File: config.mk
export PLATFORM = sky130hd
export DESIGN_NAME = ppo_port
export DESIGN_NICKNAME = d
export VERILOG_FILES = /design/src/rtl/ppo_pkg.sv /design/src/rtl/ppo_pin_cell.sv /design/src/rtl/ppo_port.sv
export VERILOG_INCLUDE_DIRS = /design/src /design/src/rtl
export SDC_FILE = /design/constraint.sdc
export NUM_CORES = 1
export LEC_CHECK = 0
export ABC_CLOCK_PERIOD_IN_PS = 2600
export BUFFER_PORTS_ARGS = -buffer_cell sky130_fd_sc_hd__buf_2
export CAP_MARGIN = 15
export CORE_MARGIN = 10
export CORE_UTILIZATION = 47
export DETAILED_ROUTE_END_ITERATION = 16
export PLACE_DENSITY = 0.86
export SLEW_MARGIN = 10
export SYNTH_ARGS = -nofsm -noshare
export SYNTH_HDL_FRONTEND = slang
export SYNTH_SLANG_ARGS = --single-unit
File: constraint.sdc
create_clock -name sys_clk -period 2.6 [get_ports sys_clk]
set_input_delay 0.26 -clock sys_clk [delete_from_list [all_inputs] [get_ports sys_clk]]
set_output_delay 0.26 -clock sys_clk [all_outputs]
set_load 0.02 [all_outputs]
File: src/rtl/ppo_params.svh
`ifndef PPO_PARAMS_SVH
`define PPO_PARAMS_SVH
// Contract
// - in deep sleep modes each pin's digital input is clamped low before the schmitt.
// - clamp skips pins whose external interrupt request is enabled, else applies.
// - any-change pin held high, interrupt disabled, flags on wake from clamping sleep.
// - pull-up override off: pull-up on only when dir, outval, kill equal 0b010.
// - pull-up override on: pull-up follows override value, ignoring dir, outval, kill.
// - direction override on: driver enable follows override value, else direction bit.
// - driven value is outval override value when enabled, else the outval bit.
// - input-enable override on: input enable follows override value, else sleep state.
// - raw input taken after schmitt, before synchronizer; consumers synchronise it themselves.
// - analog path connects straight to the pad in both directions; the port only copies pad_in to analog_pad_link.
// - sleep clamp, clock and pull-up kill are shared; other overrides per pin.
// - without override, pin is output when direction bit is one, driving outval.
// - global pull-up kill, bit 2 of control register, turns off all pull-ups not under pull-up override.
// - pin input bit passes a two-stage synchronizer, readable whatever the direction.

// ****************************************
// widths
// ****************************************
`define PPO_PINS        8
`define PPO_AW          8

// ****************************************
// register byte offsets
// ****************************************
`define PPO_ADDR_DIR    8'h00
`define PPO_ADDR_OUTVAL 8'h04
`define PPO_ADDR_PIN    8'h08
`define PPO_ADDR_CTRL   8'h0C
`define PPO_ADDR_STAT   8'h10
`define PPO_ADDR_CLR    8'h14
`define PPO_ADDR_IEN    8'h18
`define PPO_ADDR_SENSE  8'h1C

// ****************************************
// fields and reset values
// ****************************************
`define PPO_CTRL_KILL_BIT 2
`define PPO_RST_BYTE    8'h00
`define PPO_RESP_OKAY   2'h0
`define PPO_RESP_SLVERR 2'h2
`endif

File: src/rtl/ppo_pkg.sv
`include "ppo_params.svh"
package ppo_pkg;
	// whole state of the port block, registered by one process
	typedef struct packed {
		logic [`PPO_PINS-1:0] dir;
		logic [`PPO_PINS-1:0] outval;
		logic                 kill;
		logic [`PPO_PINS-1:0] irq_en;
		logic [`PPO_PINS-1:0] sense;
		logic [`PPO_PINS-1:0] status;
		logic [`PPO_PINS-1:0] sync1;
		logic [`PPO_PINS-1:0] sync2;
		logic [`PPO_PINS-1:0] last;
		logic                 aw_got;
		logic                 w_got;
		logic [`PPO_AW-1:0]   awaddr;
		logic [7:0]           wdata;
		logic                 wstrb0;
		logic                 bvalid;
		logic [1:0]           bresp;
		logic                 rvalid;
		logic [7:0]           rdata;
		logic [1:0]           rresp;
	} ppo_state_t;
endpackage

File: src/rtl/ppo_pin_cell.sv
// ****************************************
// one pin: override muxing, sleep clamp and input path
// ****************************************
module ppo_pin_cell
	import ppo_pkg::*;
(
	input  wire logic dir_bit,
	input  wire logic outval_bit,
	input  wire logic global_pullup_kill,
	input  wire logic sleep_clamp,
	input  wire logic pullup_ovr_en,
	input  wire logic pullup_ovr_val,
	input  wire logic dir_ovr_en,
	input  wire logic dir_ovr_val,
	input  wire logic outval_ovr_en,
	input  wire logic outval_ovr_val,
	input  wire logic inen_ovr_en,
	input  wire logic inen_ovr_val,
	input  wire logic pad_in,
	output logic      drv_en,
	output logic      drv_val,
	output logic      pullup_en,
	output logic      din
);
	logic in_enable;

	// pull-up: gpio combination 0b010 unless overridden
	assign pullup_en = pullup_ovr_en ? pullup_ovr_val
	                                 : (!dir_bit && outval_bit && !global_pullup_kill);
	// driver enable and driven level
	assign drv_en  = dir_ovr_en ? dir_ovr_val : dir_bit;
	assign drv_val = outval_ovr_en ? outval_ovr_val : outval_bit;
	// input enable: sleep clamp unless overridden, clamp forces low
	assign in_enable = inen_ovr_en ? inen_ovr_val : !sleep_clamp;
	assign din       = pad_in && in_enable;
endmodule

File: src/rtl/ppo_port.sv
// Our own choices: the address map and the AXI4-Lite interface to the registers.
`include "ppo_params.svh"
// ****************************************
// port of pins with alternate-function override and axi4-lite registers
// ****************************************
module ppo_port
	import ppo_pkg::*;
(
	input  wire logic                 sys_clk,
	input  wire logic                 resetn,
	// shared sleep state from the sleep controller
	input  wire logic                 deep_sleep,
	// per-pin overrides from peripheral modules
	input  wire logic [`PPO_PINS-1:0] pullup_ovr_en,
	input  wire logic [`PPO_PINS-1:0] pullup_ovr_val,
	input  wire logic [`PPO_PINS-1:0] dir_ovr_en,
	input  wire logic [`PPO_PINS-1:0] dir_ovr_val,
	input  wire logic [`PPO_PINS-1:0] outval_ovr_en,
	input  wire logic [`PPO_PINS-1:0] outval_ovr_val,
	input  wire logic [`PPO_PINS-1:0] inen_ovr_en,
	input  wire logic [`PPO_PINS-1:0] inen_ovr_val,
	output logic      [`PPO_PINS-1:0] alt_raw_input,
	output logic      [`PPO_PINS-1:0] analog_pad_link,
	// pad side
	input  wire logic [`PPO_PINS-1:0] pad_in,
	output logic      [`PPO_PINS-1:0] pad_out,
	output logic      [`PPO_PINS-1:0] pad_oe_n,
	output logic      [`PPO_PINS-1:0] pad_pullup,
	// interrupt
	output logic                      irq,
	// axi4-lite slave
	input  wire logic [`PPO_AW-1:0]   s_axi_awaddr,
	input  wire logic [2:0]           s_axi_awprot,
	input  wire logic                 s_axi_awvalid,
	output logic                      s_axi_awready,
	input  wire logic [31:0]          s_axi_wdata,
	input  wire logic [3:0]           s_axi_wstrb,
	input  wire logic                 s_axi_wvalid,
	output logic                      s_axi_wready,
	output logic [1:0]                s_axi_bresp,
	output logic                      s_axi_bvalid,
	input  wire logic                 s_axi_bready,
	input  wire logic [`PPO_AW-1:0]   s_axi_araddr,
	input  wire logic [2:0]           s_axi_arprot,
	input  wire logic                 s_axi_arvalid,
	output logic                      s_axi_arready,
	output logic [31:0]               s_axi_rdata,
	output logic [1:0]                s_axi_rresp,
	output logic                      s_axi_rvalid,
	input  wire logic                 s_axi_rready
);
	ppo_state_t           st;
	ppo_state_t           next_st;
	logic [`PPO_PINS-1:0] drv_en;
	logic [`PPO_PINS-1:0] drv_val;
	logic [`PPO_PINS-1:0] pullup_en;
	logic [`PPO_PINS-1:0] sleep_clamp;
	logic [`PPO_PINS-1:0] change;
	logic [`PPO_PINS-1:0] clr_mask;
	logic                 aw_hs;
	logic                 w_hs;
	logic                 ar_hs;
	logic                 do_write;
	logic [`PPO_AW-1:0]   waddr;
	logic [7:0]           wbyte;
	logic                 wlane;

	// ****************************************
	// pin cells
	// ****************************************

	// shared clamp gated per pin by its external interrupt request
	assign sleep_clamp = {`PPO_PINS{deep_sleep}} & ~st.irq_en;

	// one cell per pin; unused override enables are tied low by the integrator
	genvar gi;
	generate
		for (gi = 0; gi < `PPO_PINS; gi++) begin : g_pin
			ppo_pin_cell u_cell (
				.dir_bit            (st.dir[gi]),
				.outval_bit         (st.outval[gi]),
				.global_pullup_kill (st.kill),
				.sleep_clamp        (sleep_clamp[gi]),
				.pullup_ovr_en      (pullup_ovr_en[gi]),
				.pullup_ovr_val     (pullup_ovr_val[gi]),
				.dir_ovr_en         (dir_ovr_en[gi]),
				.dir_ovr_val        (dir_ovr_val[gi]),
				.outval_ovr_en      (outval_ovr_en[gi]),
				.outval_ovr_val     (outval_ovr_val[gi]),
				.inen_ovr_en        (inen_ovr_en[gi]),
				.inen_ovr_val       (inen_ovr_val[gi]),
				.pad_in             (pad_in[gi]),
				.drv_en             (drv_en[gi]),
				.drv_val            (drv_val[gi]),
				.pullup_en          (pullup_en[gi]),
				.din                (alt_raw_input[gi])
			);
		end
	endgenerate

	// pad drive: oe_n low while driving, otherwise released (hi-z unless pulled)
	assign pad_out         = drv_val;
	assign pad_oe_n        = ~drv_en;
	assign pad_pullup      = pullup_en;
	// analog path sees the pad level with no digital gating
	assign analog_pad_link = pad_in;

	// ****************************************
	// bus handshakes
	// ****************************************

	// address and data accepted independently, one write in flight
	assign s_axi_awready = !st.aw_got && !st.bvalid;
	assign s_axi_wready  = !st.w_got && !st.bvalid;
	assign s_axi_arready = !st.rvalid;
	assign aw_hs         = s_axi_awvalid && s_axi_awready;
	assign w_hs          = s_axi_wvalid && s_axi_wready;
	assign ar_hs         = s_axi_arvalid && s_axi_arready;

	// the write happens once both halves are present
	assign waddr    = aw_hs ? s_axi_awaddr : st.awaddr;
	assign wbyte    = w_hs ? s_axi_wdata[7:0] : st.wdata;
	assign wlane    = w_hs ? s_axi_wstrb[0] : st.wstrb0;
	assign do_write = (st.aw_got || aw_hs) && (st.w_got || w_hs) && !st.bvalid;

	// response outputs straight from state
	assign s_axi_bvalid = st.bvalid;
	assign s_axi_bresp  = st.bresp;
	assign s_axi_rvalid = st.rvalid;
	assign s_axi_rresp  = st.rresp;
	assign s_axi_rdata  = {24'h000000, st.rdata};

	// ****************************************
	// interrupt events
	// ****************************************

	// any change of the synchronised level on pins set for any-change sensing
	assign change   = (st.sync2 ^ st.last) & st.sense;
	assign clr_mask = (do_write && wlane && waddr[`PPO_AW-1:2] == `PPO_ADDR_CLR >> 2) ? wbyte : `PPO_RST_BYTE;
	assign irq      = |(st.status & st.irq_en);

	// ****************************************
	// next state
	// ****************************************

	// all register, synchroniser and bus updates
	always_comb begin
		next_st = st;
		// two-stage synchroniser, readable whatever the direction
		next_st.sync1  = alt_raw_input;
		next_st.sync2  = st.sync1;
		next_st.last   = st.sync2;
		// set wins over a clear in the same cycle
		next_st.status = (st.status & ~clr_mask) | change;

		// write channel capture
		if (aw_hs) begin
			next_st.aw_got = 1'b1;
			next_st.awaddr = s_axi_awaddr;
		end
		if (w_hs) begin
			next_st.w_got  = 1'b1;
			next_st.wdata  = s_axi_wdata[7:0];
			next_st.wstrb0 = s_axi_wstrb[0];
		end
		if (do_write) begin
			next_st.aw_got = 1'b0;
			next_st.w_got  = 1'b0;
			next_st.bvalid = 1'b1;
			next_st.bresp  = `PPO_RESP_OKAY;
			case ({waddr[`PPO_AW-1:2], 2'b00})
				`PPO_ADDR_DIR: begin
					if (wlane) next_st.dir = wbyte;
				end
				`PPO_ADDR_OUTVAL: begin
					if (wlane) next_st.outval = wbyte;
				end
				`PPO_ADDR_CTRL: begin
					if (wlane) next_st.kill = wbyte[`PPO_CTRL_KILL_BIT];
				end
				`PPO_ADDR_IEN: begin
					if (wlane) next_st.irq_en = wbyte;
				end
				`PPO_ADDR_SENSE: begin
					if (wlane) next_st.sense = wbyte;
				end
				`PPO_ADDR_PIN, `PPO_ADDR_STAT, `PPO_ADDR_CLR: begin
					next_st.bresp = `PPO_RESP_OKAY;
				end
				default: begin
					next_st.bresp = `PPO_RESP_SLVERR;
				end
			endcase
		end
		if (st.bvalid && s_axi_bready) begin
			next_st.bvalid = 1'b0;
		end

		// read channel
		if (st.rvalid && s_axi_rready) begin
			next_st.rvalid = 1'b0;
		end
		if (ar_hs) begin
			next_st.rvalid = 1'b1;
			next_st.rresp  = `PPO_RESP_OKAY;
			case ({s_axi_araddr[`PPO_AW-1:2], 2'b00})
				`PPO_ADDR_DIR:    next_st.rdata = st.dir;
				`PPO_ADDR_OUTVAL: next_st.rdata = st.outval;
				`PPO_ADDR_PIN:    next_st.rdata = st.sync2;
				`PPO_ADDR_CTRL:   next_st.rdata = {5'h00, st.kill, 2'h0};
				`PPO_ADDR_STAT:   next_st.rdata = st.status;
				`PPO_ADDR_CLR:    next_st.rdata = `PPO_RST_BYTE;
				`PPO_ADDR_IEN:    next_st.rdata = st.irq_en;
				`PPO_ADDR_SENSE:  next_st.rdata = st.sense;
				default: begin
					next_st.rdata = `PPO_RST_BYTE;
					next_st.rresp = `PPO_RESP_SLVERR;
				end
			endcase
		end
	end

	// ****************************************
	// state register
	// ****************************************

	// synchronous active-low reset to constants
	always_ff @(posedge sys_clk) begin
		if (!resetn) begin
			st <= '0;
		end else begin
			st <= next_st;
		end
	end

	// ****************************************
	// checks
	// ****************************************

	// gpio pull-up only for 0b010 where not overridden
	a_pullup_gpio:
	assert property (@(posedge sys_clk) disable iff (!resetn)
		((~pullup_ovr_en) & (pad_pullup ^ (~st.dir & st.outval & {`PPO_PINS{~st.kill}}))) == '0)
	else $error("pull-up differs from gpio combination");

	// override value rules the pull-up
	a_pullup_ovr:
	assert property (@(posedge sys_clk) disable iff (!resetn)
		(pullup_ovr_en & (pad_pullup ^ pullup_ovr_val)) == '0)
	else $error("pull-up ignores override value");

	// kill switches off every pull-up while no pin is overridden, even after a change of dir
	a_kill_pullups:
	assert property (@(posedge sys_clk) disable iff (!resetn)
		st.kill && pullup_ovr_en == '0 |-> pad_pullup == '0 ##1 (!st.kill || pad_pullup == '0 || pullup_ovr_en != '0))
	else $error("pull-up on while kill set");

	// driver enable from override or direction bit
	a_drive_enable:
	assert property (@(posedge sys_clk) disable iff (!resetn)
		(~pad_oe_n) == ((dir_ovr_en & dir_ovr_val) | (~dir_ovr_en & st.dir)))
	else $error("driver enable wrong");

	// driven value where the driver is on
	a_drive_value:
	assert property (@(posedge sys_clk) disable iff (!resetn)
		(~pad_oe_n & (pad_out ^ ((outval_ovr_en & outval_ovr_val) | (~outval_ovr_en & st.outval)))) == '0)
	else $error("driven value wrong");

	// clamped pins show a low raw input in deep sleep
	a_sleep_clamp:
	assert property (@(posedge sys_clk) disable iff (!resetn)
		deep_sleep |-> ((~inen_ovr_en & ~st.irq_en & alt_raw_input) == '0))
	else $error("raw input not clamped in sleep");

	// enabled interrupt pins and forced-on inputs see the pad
	a_input_pass:
	assert property (@(posedge sys_clk) disable iff (!resetn)
		(((inen_ovr_en & inen_ovr_val) | (~inen_ovr_en & st.irq_en)) & (alt_raw_input ^ pad_in)) == '0)
	else $error("raw input blocked");

	// pin register is the raw input two edges later
	a_sync_delay:
	assert property (@(posedge sys_clk) disable iff (!resetn)
		##2 st.sync2 == $past(alt_raw_input, 2))
	else $error("synchroniser delay wrong");

	// a sensed change sets its flag next cycle, even during a clear
	a_flag_set:
	assert property (@(posedge sys_clk) disable iff (!resetn)
		change != '0 |=> (st.status & $past(change)) == $past(change))
	else $error("change flag lost");

	// no output drive and no pull-up leaves the pad floating
	a_pad_float:
	assert property (@(posedge sys_clk) disable iff (!resetn)
		(pad_oe_n & ~pad_pullup & ~(~dir_ovr_en & st.dir) & ~(dir_ovr_en & dir_ovr_val)) == (pad_oe_n & ~pad_pullup))
	else $error("pad drive state inconsistent");

	// write response one cycle after both halves arrive
	a_write_answer:
	assert property (@(posedge sys_clk) disable iff (!resetn)
		do_write |=> st.bvalid)
	else $error("write response missing");

	// read data one cycle after the address
	a_read_answer:
	assert property (@(posedge sys_clk) disable iff (!resetn)
		ar_hs |=> st.rvalid && !s_axi_arready)
	else $error("read response missing");

	// analog path is the bare pad level
	a_analog_path:
	assert property (@(posedge sys_clk) disable iff (!resetn)
		analog_pad_link == pad_in)
	else $error("analog path not tied to pad");

	// kill bit takes its bit of a control write
	a_kill_write:
	assert property (@(posedge sys_clk) disable iff (!resetn)
		do_write && wlane && waddr[`PPO_AW-1:2] == `PPO_ADDR_CTRL >> 2
		|=> st.kill == $past(wbyte[`PPO_CTRL_KILL_BIT]))
	else $error("kill bit not written");

	// a cleared flag with no new change is gone next cycle
	a_flag_clear:
	assert property (@(posedge sys_clk) disable iff (!resetn)
		clr_mask != '0 && (clr_mask & change) == '0 |=> (st.status & $past(clr_mask)) == '0)
	else $error("flag not cleared");

	// a set flag stays until a clear is written
	a_flag_sticky:
	assert property (@(posedge sys_clk) disable iff (!resetn)
		(st.status & ~clr_mask) != '0 |=> ($past(st.status) & ~$past(clr_mask) & ~st.status) == '0)
	else $error("flag dropped without clear");

	// unmapped write answered with an error
	a_write_error:
	assert property (@(posedge sys_clk) disable iff (!resetn)
		do_write && waddr[`PPO_AW-1:5] != '0 |=> s_axi_bresp == `PPO_RESP_SLVERR)
	else $error("unmapped write not refused");

	// unmapped read answered with an error and zero data
	a_read_error:
	assert property (@(posedge sys_clk) disable iff (!resetn)
		ar_hs && s_axi_araddr[`PPO_AW-1:5] != '0 |=> s_axi_rresp == `PPO_RESP_SLVERR && s_axi_rdata == '0)
	else $error("unmapped read not refused");
endmodule

# ---- After elaboration in Yosys (flattened, before gate mapping)
# Cells that the tools add are included.
dict set report word_totals {
  ff_bits 98
  latchBits 0
  ramBits 0
  rom_bits 0
  input_bits 138
  output_inout_bits 82
  elab_cells 156
  mem_count 0
}
dict set report classes {
  n_addsub 0
  mul 0
  div 0
  order_cmp 0
  n_eq_ne 14
  shifts 0
  muxes 41
  bitwise_logic 10
  reduce_logical 71
}
# op count
set ops {}
lappend ops {{$pmux 8 s7} 1}
lappend ops {{$eq 6x3->1 const B} 8}
lappend ops {{$logic_and 1x1->1} 35}
lappend ops {{$mux 1} 34}
lappend ops {{$and 8x8->8} 4}
lappend ops {{$eq 6x2->1 const B} 4}
lappend ops {{$mux 8} 3}
lappend ops {{$not 8->8} 3}
lappend ops {{$reduce_or 8->1} 3}
lappend ops {{$logic_not 1->1} 21}
lappend ops {{$reduce_and 3->1} 5}
lappend ops {{$eq 6x1->1 const B} 2}
lappend ops {{$logic_not 6->1} 2}
lappend ops {{$mux 11} 1}
lappend ops {{$or 8x8->8} 1}
lappend ops {{$xor 8x8->8} 1}
lappend ops {{$mux 2} 2}
lappend ops {{$reduce_or 2->1} 2}
lappend ops {{$logic_or 1x1->1} 2}
lappend ops {{$reduce_bool 2->1} 1}
lappend ops {{$not 1->1} 1}

# ---- Logic depth before layout (Yosys ltp)
# Gate-level depths: netlist of run 1.
dict set report depth {
  ltp_word 12
  depth_mapped 7
  ltp_nobuf 5
}

# ---- Cells and area by module
# From an unflattened synthesis of run 1, not the netlist that was laid out.
dict set report unflattened {
  hier_cells 538
  hier_area_um2 4912.2
}
# module n_inst cells_each area_per_inst_um2 seq_area_each_um2
set by_module_without_submodules {}
lappend by_module_without_submodules {ppo_port 1 466 4421.7 1881.8}
lappend by_module_without_submodules {ppo_pin_cell 8 9 61.3 0.0}

# ---- Worst setup path before layout of run 1
# Ideal clock, no wire load.
dict set report synth_path {
  kind {register to register}
  start {reg st (netlist bit s_axi_bvalid)}
  end {reg st[75] in the netlist's numbering}
  setup_ns 0.072
  t_arrival_ns 1.909
  required_ns 2.528
  slack_ns 0.619
  stages_incl_launch_ff 7
  n_path_buf 1
  period_less_slack_ns 1.981
  cell_sequence {dfxtp_1 > nor3b_2 > buf_6 > mux2i_1 > nand4_4 > nor3_4 > mux2i_1}
}
dict set report synth_between {
  elab_chain_len 7
  elab_cells_between_ends 14
  cone_classes {eq/ne: 1; mux: 3; reduce/logical: 10}
}
# item line_no
set synth_lines {}
lappend synth_lines {{start: declaration} ppo_port.sv:52} ;# ppo_state_t st;
lappend synth_lines {{start signal: assignment} ppo_port.sv:232} ;# st <= next_st;
lappend synth_lines {{$logic_not 1->1 (*)} {ppo_port.sv:113, ppo_port.sv:114, ppo_port.sv:124}}
lappend synth_lines {{branches (longest 6 deep; another with $mux 8)} --}
# Mark *: on every way between the ends.
# A chain may end at the register's enable or synchronous reset.

# ---- Worst setup path in the final report of run 1
dict set report layout_path {
  start {reg st (netlist bit s_axi_bvalid)}
  end {reg st[80] in the netlist's numbering}
}
# Same word-level chain as after synthesis.

==> run_summary.xml, run 1 <==
<?xml version="1.0" encoding="UTF-8"?>
<metrics>
  <group name="critical_path">
    <metric name="rr_endpoint" unit="">st[80]</metric>
    <metric name="cp_data_arrival_time" unit="ps">2600</metric>
    <metric name="critical_path_capture_point_type" unit="">flip-flop</metric>
    <metric name="register_to_register_setup_slack" unit="ps">280</metric>
    <metric name="critical_path.reg2reg.startpoint" unit="">s_axi_bvalid</metric>
    <metric name="critPathLaunchType" unit="">flip-flop</metric>
    <metric name="required" unit="ps">2880</metric>
    <metric name="path_max_fanout" unit="">8</metric>
    <metric name="worstSetupPathType" unit="">reg2reg</metric>
    <metric name="worst_r2r_path_depth" unit="">6</metric>
  </group>
  <group name="job">
    <metric name="max_capacitance_violation_count" unit="">0</metric>
  </group>
  <group name="global_route">
    <metric name="maximum_number_of_pins_on_one_net_before_global_route_repair" unit="">48</metric>
    <metric name="globalRouteOverflowTotal" unit="">0</metric>
    <metric name="gr-usage-all-layers" unit="%">16.6</metric>
    <metric name="first_global_vias" unit="">4048</metric>
    <metric name="antenna_found_initial" unit="">0</metric>
    <metric name="grt_pass1_wl" unit="mm">20.1</metric>
  </group>
  <group name="clock_network">
    <metric name="htree_num_levels" unit="">3</metric>
    <metric name="ctsRootBufferMaster" unit="">clkbuf_8</metric>
    <metric name="cts_tree" unit="">done</metric>
    <metric name="postCtsSetupRepairBufs" unit="">0</metric>
    <metric name="path_clk_slew" unit="ps">90</metric>
    <metric name="cts_max_path_buffers" unit="">2</metric>
    <metric name="postCtsHoldBufs" unit="">0</metric>
    <metric name="insertion_delay" unit="ps">360</metric>
    <metric name="numCtsBuffers" unit="">9</metric>
    <metric name="post_cts.resized_instances" unit="">0</metric>
    <metric name="cts.sinks" unit="">94</metric>
  </group>
  <group name="synthesis">
    <metric name="yosys-top-cells-count" unit="">dfxtp_1 (94), buf_4 (68), mux2i_1 (68)</metric>
    <metric name="netlist.area_leader.share" unit="%">39.0</metric>
    <metric name="syn-mean-instance-area" unit="um2">9.30</metric>
    <metric name="syn_area" unit="mm2">0.00483</metric>
    <metric name="yosys.cell_count.top_type" unit="">dfxtp_1</metric>
    <metric name="postSynthCellCount" unit="">519</metric>
    <metric name="yosysWarnings" unit="">0</metric>
    <metric name="edff_count_synth" unit="">0</metric>
    <metric name="synthFlopType" unit="">dfxtp_1</metric>
    <metric name="synth-seq-cells" unit="">94</metric>
    <metric name="yosysTopAreaCell" unit="">dfxtp_1</metric>
    <metric name="synth_seq_area_share" unit="%">39.0</metric>
    <metric name="yosys-top-cells-area" unit="">dfxtp_1 (39%), mux2i_1 (14%), buf_4 (11%), nand2_1 (4.4%), and2_1 (3.5%)</metric>
    <metric name="ys_async_sr_fraction" unit="%">0</metric>
    <metric name="synthDistinctLibCells" unit="">50</metric>
  </group>
  <group name="power_and_ir_drop">
    <metric name="p_leak" unit="nW">2.55</metric>
    <metric name="cellPowerDensity" unit="mW/mm2">573</metric>
    <metric name="vdd_drop_max" unit="V">0.000296</metric>
  </group>
  <group name="detailed_routing">
    <metric name="drtPass1Iterations" unit="">4</metric>
    <metric name="antenna_left" unit="">0</metric>
    <metric name="detail_route.wl_per_cell" unit="um">16.9</metric>
    <metric name="drc_errors" unit="">0</metric>
    <metric name="vias_per_cell" unit="">5.17</metric>
    <metric name="route.vias.total" unit="">3949</metric>
    <metric name="wl" unit="mm">12.9</metric>
    <metric name="initialDrtViolationCount" unit="">228</metric>
  </group>
  <group name="timing">
    <metric name="rsz0062_at_grt" unit="">false</metric>
    <metric name="final.setup_skew" unit="ps">14.2</metric>
    <metric name="timing.final.crit_period" unit="ps">2320</metric>
    <metric name="peak_freq" unit="GHz">0.431</metric>
    <metric name="slew_violations" unit="">0</metric>
    <metric name="slew_headroom" unit="%">48.1</metric>
    <metric name="holdWs" unit="ps">148</metric>
    <metric name="tns" unit="ps">0</metric>
    <metric name="fin_crit_sh" unit="%">89.2</metric>
    <metric name="finalHoldViolations" unit="">0</metric>
    <metric name="timing.final.setup_violations" unit="">0</metric>
    <metric name="max_slew.worst_pin.slew" unit="ps">778</metric>
  </group>
  <group name="floorplanning">
    <metric name="core_area" unit="mm2">0.00991</metric>
    <metric name="initial_standard_cell_utilization_of_the_core" unit="%">48.7</metric>
    <metric name="ios" unit="">220</metric>
    <metric name="die_h" unit="um">121</metric>
    <metric name="die_x" unit="um">121</metric>
    <metric name="core.rowCount" unit="">36</metric>
    <metric name="floorplan.die_area" unit="mm2">0.0147</metric>
  </group>
  <group name="min_path">
    <metric name="worst_hold_startpoint" unit="">s_axi_arvalid</metric>
    <metric name="min_delay_worst_endpoint" unit="">s_axi_rvalid</metric>
    <metric name="min-delay-path-class" unit="">in2reg</metric>
    <metric name="hold_depth" unit="">2</metric>
  </group>
  <group name="final_layout">
    <metric name="multi_input_area" unit="mm2">0.00235</metric>
    <metric name="seqCellArea" unit="mm2">0.00188</metric>
    <metric name="drive_gt1_share" unit="%">30.3</metric>
    <metric name="growth_of_design_area_from_synthesis_to_finish" unit="%">14.9</metric>
    <metric name="layout.nets" unit="">764</metric>
    <metric name="antennaDiodeCount" unit="">0</metric>
    <metric name="postLayoutCellArea" unit="mm2">0.00555</metric>
    <metric name="filler_cell_count" unit="">886</metric>
  </group>
  <group name="placed_design">
    <metric name="port_buffers" unit="">156</metric>
    <metric name="gpl.final_weighted_congestion" unit="">0.975</metric>
    <metric name="instance_area_after_placement" unit="mm2">0.00530</metric>
    <metric name="dp_hpwl" unit="mm">10.6</metric>
  </group>
  <group name="status">
    <metric name="run_status" unit="">finished clean</metric>
  </group>
</metrics>
[worst max path at each step]
| stage | from | end | slack, ps |
|---|---|---|---|
| after floorplan | s_axi_bvalid | st[75] | 620 |
| after global routing | s_axi_bvalid | st[58] | 80 |
| after detailed placement | s_axi_bvalid | st[80] | 290 |
| after CTS | s_axi_bvalid | st[80] | 260 |
| final | s_axi_bvalid | st[80] | 280 |
| after global placement | s_axi_bvalid | st[78] | 390 |
[area by class of cell]
cell class,instances,share of cell area [%]
multi-input combinational,340,42.4
sequential,94,33.9
timing repair buffer,162,14.9
tap,133,3.00
clock buffer,11,2.55
clock inverter,5,1.92
inverter,19,1.29
[kinds of logic (layout without fill, tap and decap cells)]
| group | after synthesis | after routing | share of synthesized area, % |
|---|---|---|---|
| multiplexers | 73 | 73 | 15.5 |
| flip-flops | 94 | 94 | 39.0 |
| buffers and inverters | 110 | 197 | 14.2 |
| XOR/XNOR | 8 | 8 | 1.45 |
| AO/OA/AOI/OAI | 76 | 76 | 11.9 |
| other | 1 | 26 | 0.0777 |
| AND/OR/NAND/NOR | 157 | 157 | 17.9 |
[sequential cells by signal (all words and copies together), names as in the netlist]
register	flops
st	66
next_st	16
s_axi_rdata	8
s_axi_bresp	1
s_axi_bvalid	1
s_axi_rresp	1
s_axi_rvalid	1
[routing by layer]
layer | GRT usage [%] | part of all wire (%) | vias to the layer above
met1 | 19.8 | 42 | 1813
met2 | 27.3 | 46 | 200
li1 | - | - | 1918
met3 | 4.42 | 9.6 | 18
met4 | 7.00 | 2.3 | 0
met5 | 0 | 0 | -
[critical path: stages, from the launching register on]
cell and delay, ps:
dfxtp_1 390, nor3b_2 350, buf_4 240, mux2i_1 300, nand4_4 190, nor3_4 520, mux2i_1 250
[placed cells by master, fill, tap and decap left out, types with 2 or more instances in the layout]
cell	count
nor2_1	17
mux2i_1	68
nor3_1	3
or3_1	2
a221oi_1	2
nor2b_1	9
o211ai_1	4
a22o_1	2
inv_1	19
and2_1	27
bufinv_16	3
o41ai_1	8
conb_1	26
nor3b_2	2
buf_2	156
a32o_1	4
o311a_1	8
nor2_8	2
clkbuf_8	10
mux2_4	2
o311ai_0	8
a22oi_1	5
and3b_1	2
buf_4	6
nand3_1	6
a21boi_0	3
nand2_1	57
o21ai_0	23
a211o_1	3
dfxtp_1	94
nand3b_1	3
mux2_2	2
nand4_1	2
nand2b_1	18
xnor2_1	8
[power by group]
group,internal [W],switching (W)
registers,0.00148,0.0000246
clock network,0.000667,0.000494
logic,0.000201,0.000313
[through the flow]
| stage | total power (W) | setup slack, ps | instances | utilization (%) |
|---|---|---|---|---|
| after detailed placement | 0.00205 | 288 | 748 | 53.5 |
| after floorplan | 0.00194 | 619 | 544 | - |
| after global placement | 0.00203 | 389 | 748 | 53.5 |
| after global routing | 0.00331 | 83.0 | 764 | 56.0 |
| final | 0.00318 | 280 | 764 | 56.0 |
| after CTS | 0.00320 | 260 | 764 | 56.0 |
Power figures use the tool's default switching activity.
==> run 2, diff against run 1 <==
--- a/config.mk
+++ b/config.mk
@@ -12,7 +12,8 @@
 export CORE_MARGIN = 10
 export CORE_UTILIZATION = 47
 export DETAILED_ROUTE_END_ITERATION = 16
-export PLACE_DENSITY = 0.86
+export HOLD_SLACK_MARGIN = 0.05
+export PLACE_DENSITY = 0.89
 export SLEW_MARGIN = 10
 export SYNTH_ARGS = -nofsm -noshare
 export SYNTH_HDL_FRONTEND = slang
==> run 2 against run 1 <==
  * Fmax is 0.84% lower
  * Via count is 0.89% lower
  * Clock-buffer cell count is 2 lower
  * First-iteration DRC count is 4.8% lower
  * Worst hold slack worse by 29 ps
  * Die area stayed put
  * Sequential share of layout area is 0.50 points higher
  * Highest routed layer is now met5
==> run_summary.xml, run 2 (synthesized netlist as in run 1, its figures left out) <==
<?xml version="1.0" encoding="UTF-8"?>
<metrics>
  <group name="final_layout">
    <metric name="drive_gt1_share" unit="%">30.3</metric>
    <metric name="multi_input_area" unit="mm2">0.00235</metric>
    <metric name="postLayoutCellArea" unit="mm2">0.00547</metric>
    <metric name="antennaDiodeCount" unit="">0</metric>
    <metric name="layout.nets" unit="">763</metric>
    <metric name="mostFrequentLayoutCell" unit="">buf_2</metric>
    <metric name="seqCellArea" unit="mm2">0.00188</metric>
    <metric name="final_cell_mix" unit="">buf_2 (156), dfxtp_1 (94), mux2i_1 (68)</metric>
    <metric name="filler_cell_count" unit="">877</metric>
    <metric name="largest_register_ffs" unit="">66</metric>
    <metric name="growth_of_design_area_from_synthesis_to_finish" unit="%">13.2</metric>
    <metric name="registers.top_by_ff_count" unit="">st</metric>
  </group>
  <group name="detailed_routing">
    <metric name="detail_route.wl_per_cell" unit="um">17.0</metric>
    <metric name="wl" unit="mm">13.0</metric>
    <metric name="antenna_left" unit="">0</metric>
    <metric name="drtPass1Iterations" unit="">4</metric>
    <metric name="route.vias.total" unit="">3914</metric>
    <metric name="drc_errors" unit="">0</metric>
    <metric name="vias_per_cell" unit="">5.13</metric>
    <metric name="initialDrtViolationCount" unit="">217</metric>
  </group>
  <group name="timing">
    <metric name="final.setup_skew" unit="ps">10.3</metric>
    <metric name="layout_setup_ws" unit="ps">261</metric>
    <metric name="max_slew.worst_pin.slew" unit="ps">822</metric>
    <metric name="rsz0062_at_grt" unit="">false</metric>
    <metric name="peak_freq" unit="GHz">0.427</metric>
    <metric name="finalHoldViolations" unit="">0</metric>
    <metric name="timing.final.crit_period" unit="ps">2340</metric>
    <metric name="timing.final.setup_violations" unit="">0</metric>
    <metric name="tns" unit="ps">0</metric>
    <metric name="fin_crit_sh" unit="%">90.0</metric>
    <metric name="slew_headroom" unit="%">45.2</metric>
    <metric name="slew_violations" unit="">0</metric>
  </group>
  <group name="placed_design">
    <metric name="dp_hpwl" unit="mm">10.7</metric>
    <metric name="instance_area_after_placement" unit="mm2">0.00529</metric>
    <metric name="post-place-ws" unit="ps">289</metric>
    <metric name="gpl.final_weighted_congestion" unit="">0.949</metric>
    <metric name="port_buffers" unit="">156</metric>
  </group>
  <group name="min_path">
    <metric name="min-delay-path-class" unit="">in2reg</metric>
    <metric name="worst_hold_startpoint" unit="">s_axi_arvalid</metric>
  </group>
  <group name="global_route">
    <metric name="grt_pass1_wl" unit="mm">20.1</metric>
    <metric name="maximum_number_of_pins_on_one_net_before_global_route_repair" unit="">52</metric>
    <metric name="globalRouteOverflowTotal" unit="">0</metric>
    <metric name="gr-usage-all-layers" unit="%">16.8</metric>
    <metric name="first_global_vias" unit="">3959</metric>
    <metric name="antenna_found_initial" unit="">1</metric>
  </group>
  <group name="critical_path">
    <metric name="timing.critical_path.slowest_stage_cell" unit="">nor3_4</metric>
    <metric name="cp_common_cell" unit="">mux2i_1</metric>
    <metric name="worst_setup_path_startpoint" unit="">s_axi_bvalid</metric>
    <metric name="cp_data_arrival_time" unit="ps">2620</metric>
    <metric name="required" unit="ps">2890</metric>
    <metric name="worstSetupPathType" unit="">reg2reg</metric>
    <metric name="critPathTopFamily" unit="">simple AND/OR/NAND/NOR gates</metric>
    <metric name="crit_path_cell_trace" unit="">nor3b_2, buf_4, mux2i_1, nand4_4, nor3_4, mux2i_1</metric>
    <metric name="critical_path_capture_point_type" unit="">flip-flop</metric>
    <metric name="path_max_fanout" unit="">8</metric>
    <metric name="critical_path.reg2reg.startpoint" unit="">s_axi_bvalid</metric>
    <metric name="cp_num_buf_inv" unit="">1</metric>
    <metric name="critical_path_s_largest_stage_delay" unit="ps">530</metric>
    <metric name="critPathLaunchType" unit="">flip-flop</metric>
  </group>
  <group name="clock_network">
    <metric name="postCtsHoldBufs" unit="">0</metric>
    <metric name="numCtsBuffers" unit="">9</metric>
    <metric name="cts.sinks" unit="">94</metric>
    <metric name="path_clk_slew" unit="ps">90</metric>
    <metric name="post_cts.resized_instances" unit="">0</metric>
    <metric name="ctsRootBufferMaster" unit="">clkbuf_8</metric>
    <metric name="cts_max_path_buffers" unit="">2</metric>
    <metric name="insertion_delay" unit="ps">370</metric>
    <metric name="cts_tree" unit="">done</metric>
    <metric name="postCtsSetupRepairBufs" unit="">0</metric>
    <metric name="htree_num_levels" unit="">3</metric>
  </group>
  <group name="power_and_ir_drop">
    <metric name="power" unit="W">0.00288</metric>
    <metric name="p_leak" unit="nW">2.51</metric>
    <metric name="vdd_drop_max" unit="V">0.000277</metric>
    <metric name="cellPowerDensity" unit="mW/mm2">526</metric>
  </group>
  <group name="floorplanning">
    <metric name="die_h" unit="um">121</metric>
    <metric name="ios" unit="">220</metric>
    <metric name="floorplan.die_area" unit="mm2">0.0147</metric>
    <metric name="die_x" unit="um">121</metric>
    <metric name="core_area" unit="mm2">0.00991</metric>
    <metric name="core.rowCount" unit="">36</metric>
    <metric name="initial_standard_cell_utilization_of_the_core" unit="%">48.7</metric>
  </group>
  <group name="job">
    <metric name="max_capacitance_violation_count" unit="">0</metric>
  </group>
  <group name="status">
    <metric name="run_status" unit="">finished clean</metric>
  </group>
</metrics>
## run 2: cell types whose count changed in the layout (fill, tap and decap cells not counted)
cell / change
buf_4: -1
bufinv_16: -3
clkbuf_1: -1
clkbuf_8: -1
clkinv_2: +2
clkinvlp_4: +2
inv_6: +1
## run 2: path summary, 6_finish.rpt
| path | endpoint | slack (ps) | depth (start not counted) |
|---|---|---|---|
| worst max-delay path | st[76] | 260 | 6 |
| worst min-delay path | s_axi_rvalid | 120 | 2 |
| worst max register to register | st[76] | 260 | 6 |
| worst min register to register | next_st[33] | 440 | 1 |
## run 2: power breakdown
| group | leakage, nW | switching (W) | internal, W |
|---|---|---|---|
| combinational | 1.67 | 0.000314 | 0.000200 |
| clock | 0.0816 | 0.000509 | 0.000348 |
| sequential | 0.763 | 0.0000256 | 0.00148 |
## run 2: routing by layer
layer | global-route usage [%] | wire [um] | vias to the layer above
met5 | 0 | 20 | -
met4 | 7.38 | 337 | 2
met3 | 5.44 | 1250 | 21
met2 | 27.6 | 5880 | 215
met1 | 19.6 | 5500 | 1764
li1 | - | - | 1912
## run 2: layout make-up
| cell class | count | area share [%] |
|---|---|---|
| clock buffers | 9 | 2.27 |
| flip-flops and latches | 94 | 34.4 |
| repair buffers | 161 | 15.0 |
| well taps | 133 | 3.04 |
| inverters | 19 | 1.30 |
| multi-input cells | 340 | 43.1 |
| clock inverters | 7 | 0.916 |
## run 2: worst register-to-register path, cell delays in order (launching register included)
cell and delay (ps):
dfxtp_1 400, nor3b_2 340, buf_4 240, mux2i_1 290
nand4_4 190, nor3_4 530, mux2i_1 270
## run 2: stage by stage
stage | instances | utilization, % | hold WS (ps)
3_5_place_dp | 747 | 53.4 | 419
4_1_cts | 763 | 55.2 | 101
5_1_grt | 763 | 55.2 | 101
3_3_place_gp | 747 | 53.4 | 414
6_report | 763 | 55.2 | 119
2_1_floorplan | 544 | - | 398
==> run 3, diff against run 2 <==
--- a/config.mk
+++ b/config.mk
@@ -6,7 +6,7 @@
 export SDC_FILE = /design/constraint.sdc
 export NUM_CORES = 1
 export LEC_CHECK = 0
-export ABC_CLOCK_PERIOD_IN_PS = 2600
+export ABC_CLOCK_PERIOD_IN_PS = 2300
 export BUFFER_PORTS_ARGS = -buffer_cell sky130_fd_sc_hd__buf_2
 export CAP_MARGIN = 15
 export CORE_MARGIN = 10
==> constraint.sdc (replaced) <==
create_clock -name sys_clk -period 2.3 [get_ports sys_clk]
set_input_delay 0.23 -clock sys_clk [delete_from_list [all_inputs] [get_ports sys_clk]]
set_output_delay 0.23 -clock sys_clk [all_outputs]
set_load 0.02 [all_outputs]
==> run 3 against run 2 <==
  * Combinational power is 15% higher
  * Final area grew 1.8%
  * Sequential cell count unchanged
  * Clock-buffer cell count rose by 3
  * Clock skew down 3.1 ps
  * Worst setup slack lost 130 ps
  * Wire length up 0.58%
  * Clock power rose by 39%
  * Critical endpoint is now st[86]
  * First-iteration DRC count is 0.92% lower
  * Global-route usage down 0.14 points
==> run_summary.xml, run 3 (synthesized netlist as in run 1, its figures left out) <==
<?xml version="1.0" encoding="UTF-8"?>
<metrics>
  <group name="timing">
    <metric name="timing.final.setup_violations" unit="">0</metric>
    <metric name="peak_freq" unit="GHz">0.461</metric>
    <metric name="holdWs" unit="ps">111</metric>
    <metric name="slew_headroom" unit="%">51.0</metric>
    <metric name="finalHoldViolations" unit="">0</metric>
    <metric name="final.setup_skew" unit="ps">7.21</metric>
    <metric name="max_slew.worst_pin.slew" unit="ps">715</metric>
    <metric name="slew_violations" unit="">0</metric>
    <metric name="timing.final.crit_period" unit="ps">2170</metric>
    <metric name="fin_crit_sh" unit="%">94.3</metric>
    <metric name="layout_setup_ws" unit="ps">130</metric>
  </group>
  <group name="floorplanning">
    <metric name="die_h" unit="um">121</metric>
    <metric name="core_area" unit="mm2">0.00991</metric>
    <metric name="core.rowCount" unit="">36</metric>
    <metric name="floorplan.die_area" unit="mm2">0.0147</metric>
    <metric name="die_x" unit="um">121</metric>
    <metric name="initial_standard_cell_utilization_of_the_core" unit="%">48.7</metric>
    <metric name="ios" unit="">220</metric>
  </group>
  <group name="final_layout">
    <metric name="post_layout_nonfiller_instances" unit="">767</metric>
    <metric name="mostFrequentLayoutCell" unit="">buf_2</metric>
    <metric name="filler_cell_count" unit="">862</metric>
    <metric name="layout.nets" unit="">767</metric>
    <metric name="multi_input_area" unit="mm2">0.00237</metric>
    <metric name="registers.top_by_ff_count" unit="">st</metric>
    <metric name="final_cell_mix" unit="">buf_2 (156), dfxtp_1 (94), mux2i_1 (68)</metric>
    <metric name="antennaDiodeCount" unit="">0</metric>
    <metric name="seqCellArea" unit="mm2">0.00188</metric>
    <metric name="drive_gt1_share" unit="%">30.4</metric>
    <metric name="largest_register_ffs" unit="">66</metric>
    <metric name="growth_of_design_area_from_synthesis_to_finish" unit="%">15.2</metric>
  </group>
  <group name="clock_network">
    <metric name="htree_num_levels" unit="">3</metric>
    <metric name="numCtsBuffers" unit="">9</metric>
    <metric name="path_clk_slew" unit="ps">90</metric>
    <metric name="insertion_delay" unit="ps">350</metric>
    <metric name="cts_max_path_buffers" unit="">2</metric>
    <metric name="cts_tree" unit="">done</metric>
    <metric name="ctsRootBufferMaster" unit="">clkbuf_8</metric>
    <metric name="postCtsHoldBufs" unit="">0</metric>
    <metric name="cts.sinks" unit="">94</metric>
  </group>
  <group name="critical_path">
    <metric name="required" unit="ps">2580</metric>
    <metric name="crit_path_cell_trace" unit="">nor3b_4, mux2i_1, nand2_2, nor2_8, mux2i_1</metric>
    <metric name="cp_data_arrival_time" unit="ps">2450</metric>
    <metric name="worstSetupPathType" unit="">reg2reg</metric>
    <metric name="critical_path_s_largest_stage_delay" unit="ps">660</metric>
    <metric name="critPathLaunchType" unit="">flip-flop</metric>
    <metric name="register_to_register_setup_slack" unit="ps">130</metric>
    <metric name="cp_common_cell" unit="">mux2i_1</metric>
    <metric name="path_max_fanout" unit="">8</metric>
    <metric name="critical_path_capture_point_type" unit="">flip-flop</metric>
    <metric name="timing.critical_path.slowest_stage_cell" unit="">mux2i_1</metric>
  </group>
  <group name="status">
    <metric name="run_status" unit="">finished clean</metric>
  </group>
  <group name="placed_design">
    <metric name="port_buffers" unit="">156</metric>
    <metric name="post-place-ws" unit="ps">86.4</metric>
    <metric name="dp_hpwl" unit="mm">10.4</metric>
    <metric name="place.detailed.instances" unit="">750</metric>
    <metric name="gpl.final_weighted_congestion" unit="">0.945</metric>
  </group>
  <group name="global_route">
    <metric name="grt_pass1_wl" unit="mm">20.1</metric>
    <metric name="maximum_number_of_pins_on_one_net_before_global_route_repair" unit="">45</metric>
    <metric name="gr-usage-all-layers" unit="%">16.7</metric>
    <metric name="antenna_found_initial" unit="">1</metric>
    <metric name="globalRouteOverflowTotal" unit="">0</metric>
    <metric name="first_global_vias" unit="">4048</metric>
  </group>
  <group name="job">
    <metric name="max_capacitance_violation_count" unit="">0</metric>
  </group>
  <group name="detailed_routing">
    <metric name="drc_errors" unit="">0</metric>
    <metric name="antenna_left" unit="">0</metric>
    <metric name="detail_route.wl_per_cell" unit="um">17.0</metric>
    <metric name="route.vias.total" unit="">3916</metric>
    <metric name="drtPass1Iterations" unit="">5</metric>
    <metric name="wl" unit="mm">13.1</metric>
    <metric name="initialDrtViolationCount" unit="">215</metric>
    <metric name="vias_per_cell" unit="">5.11</metric>
  </group>
  <group name="power_and_ir_drop">
    <metric name="share_seq_of_total_power" unit="%">48.9</metric>
    <metric name="power_switching" unit="W">0.000930</metric>
    <metric name="vdd_drop_max" unit="V">0.000285</metric>
    <metric name="power_report.internal_total" unit="W">0.00255</metric>
    <metric name="power_switching_share" unit="%">26.7</metric>
    <metric name="p_leak" unit="nW">2.57</metric>
    <metric name="clockPowerShare" unit="%">34.1</metric>
    <metric name="cellPowerDensity" unit="mW/mm2">625</metric>
    <metric name="comb_power_share" unit="%">17.0</metric>
  </group>
  <group name="min_path">
    <metric name="min-delay-path-class" unit="">in2reg</metric>
  </group>
</metrics>
run 3: cell types whose count changed in the layout (fill, tap and decap cells not counted):
| cell | previous run | this run |
|---|---|---|
| clkbuf_1 | 0 | 2 |
| clkinv_4 | 1 | 0 |
| clkinvlp_4 | 3 | 0 |
| buf_4 | 5 | 8 |
| mux2i_2 | 1 | 0 |
| inv_6 | 1 | 0 |
| nor3b_4 | 0 | 1 |
| mux2i_4 | 0 | 1 |
| nor3b_2 | 2 | 1 |
| buf_12 | 0 | 1 |
| clkbuf_8 | 9 | 10 |
| bufinv_16 | 0 | 2 |
run 3: what timing repair did:
action                                  CTS  global route
gates resized for setup                   0             2
setup buffers                             0             1
endpoints found under the setup margin    0            10
run 3: worst paths after layout:
check | to | depth (start not counted) | from
max reg2reg | st[86] | 5 | st[32]
min reg2reg | next_st[36] | 1 | next_st[44]
max | st[86] | 5 | st[32]
min | s_axi_rvalid | 2 | s_axi_arvalid
run 3: per-layer routing:
layer  vias up  wire (um)  GRT usage, %
li1       1921          -             -
met5         -         11             0
met2       205       6000          27.4
met3        19       1310          5.03
met4         2        260          7.75
met1      1769       5480          19.5
run 3: metrics by stage:
stage	utilization (%)	TNS, ps	cell area (um2)	power (W)
after floorplan	-	0	4920	0.00219
after global placement	53.6	0	5310	0.00230
after detailed placement	53.6	0	5310	0.00232
after CTS	55.8	0	5530	0.00348
after global routing	56.1	-174	5560	0.00362
final	56.1	0	5560	0.00348
run 3: final cells by class:
cell class / instances / area share, %
Clock buffer: 12 / 2.61
Tap cell: 133 / 2.99
Sequential cell: 94 / 33.8
Clock inverter: 4 / 1.26
Inverter: 19 / 1.28
Multi-Input combinational cell: 340 / 42.6
Timing Repair Buffer: 165 / 15.5
run 3: critical path, delay by kind of cell (launching register included):
family	cells	cell delay, ps
flip-flops	1	360
multiplexers	2	870
AND/OR/NAND/NOR	3	860
run 3: power groups by stage:
stage          combinational, W  sequential (W)  clock, W
5_1_grt                0.000643         0.00171   0.00127
3_5_place_dp           0.000581         0.00174         0
2_1_floorplan          0.000457         0.00174         0
6_report               0.000592         0.00170   0.00119
4_1_cts                0.000585         0.00170   0.00119
3_3_place_gp           0.000566         0.00173         0
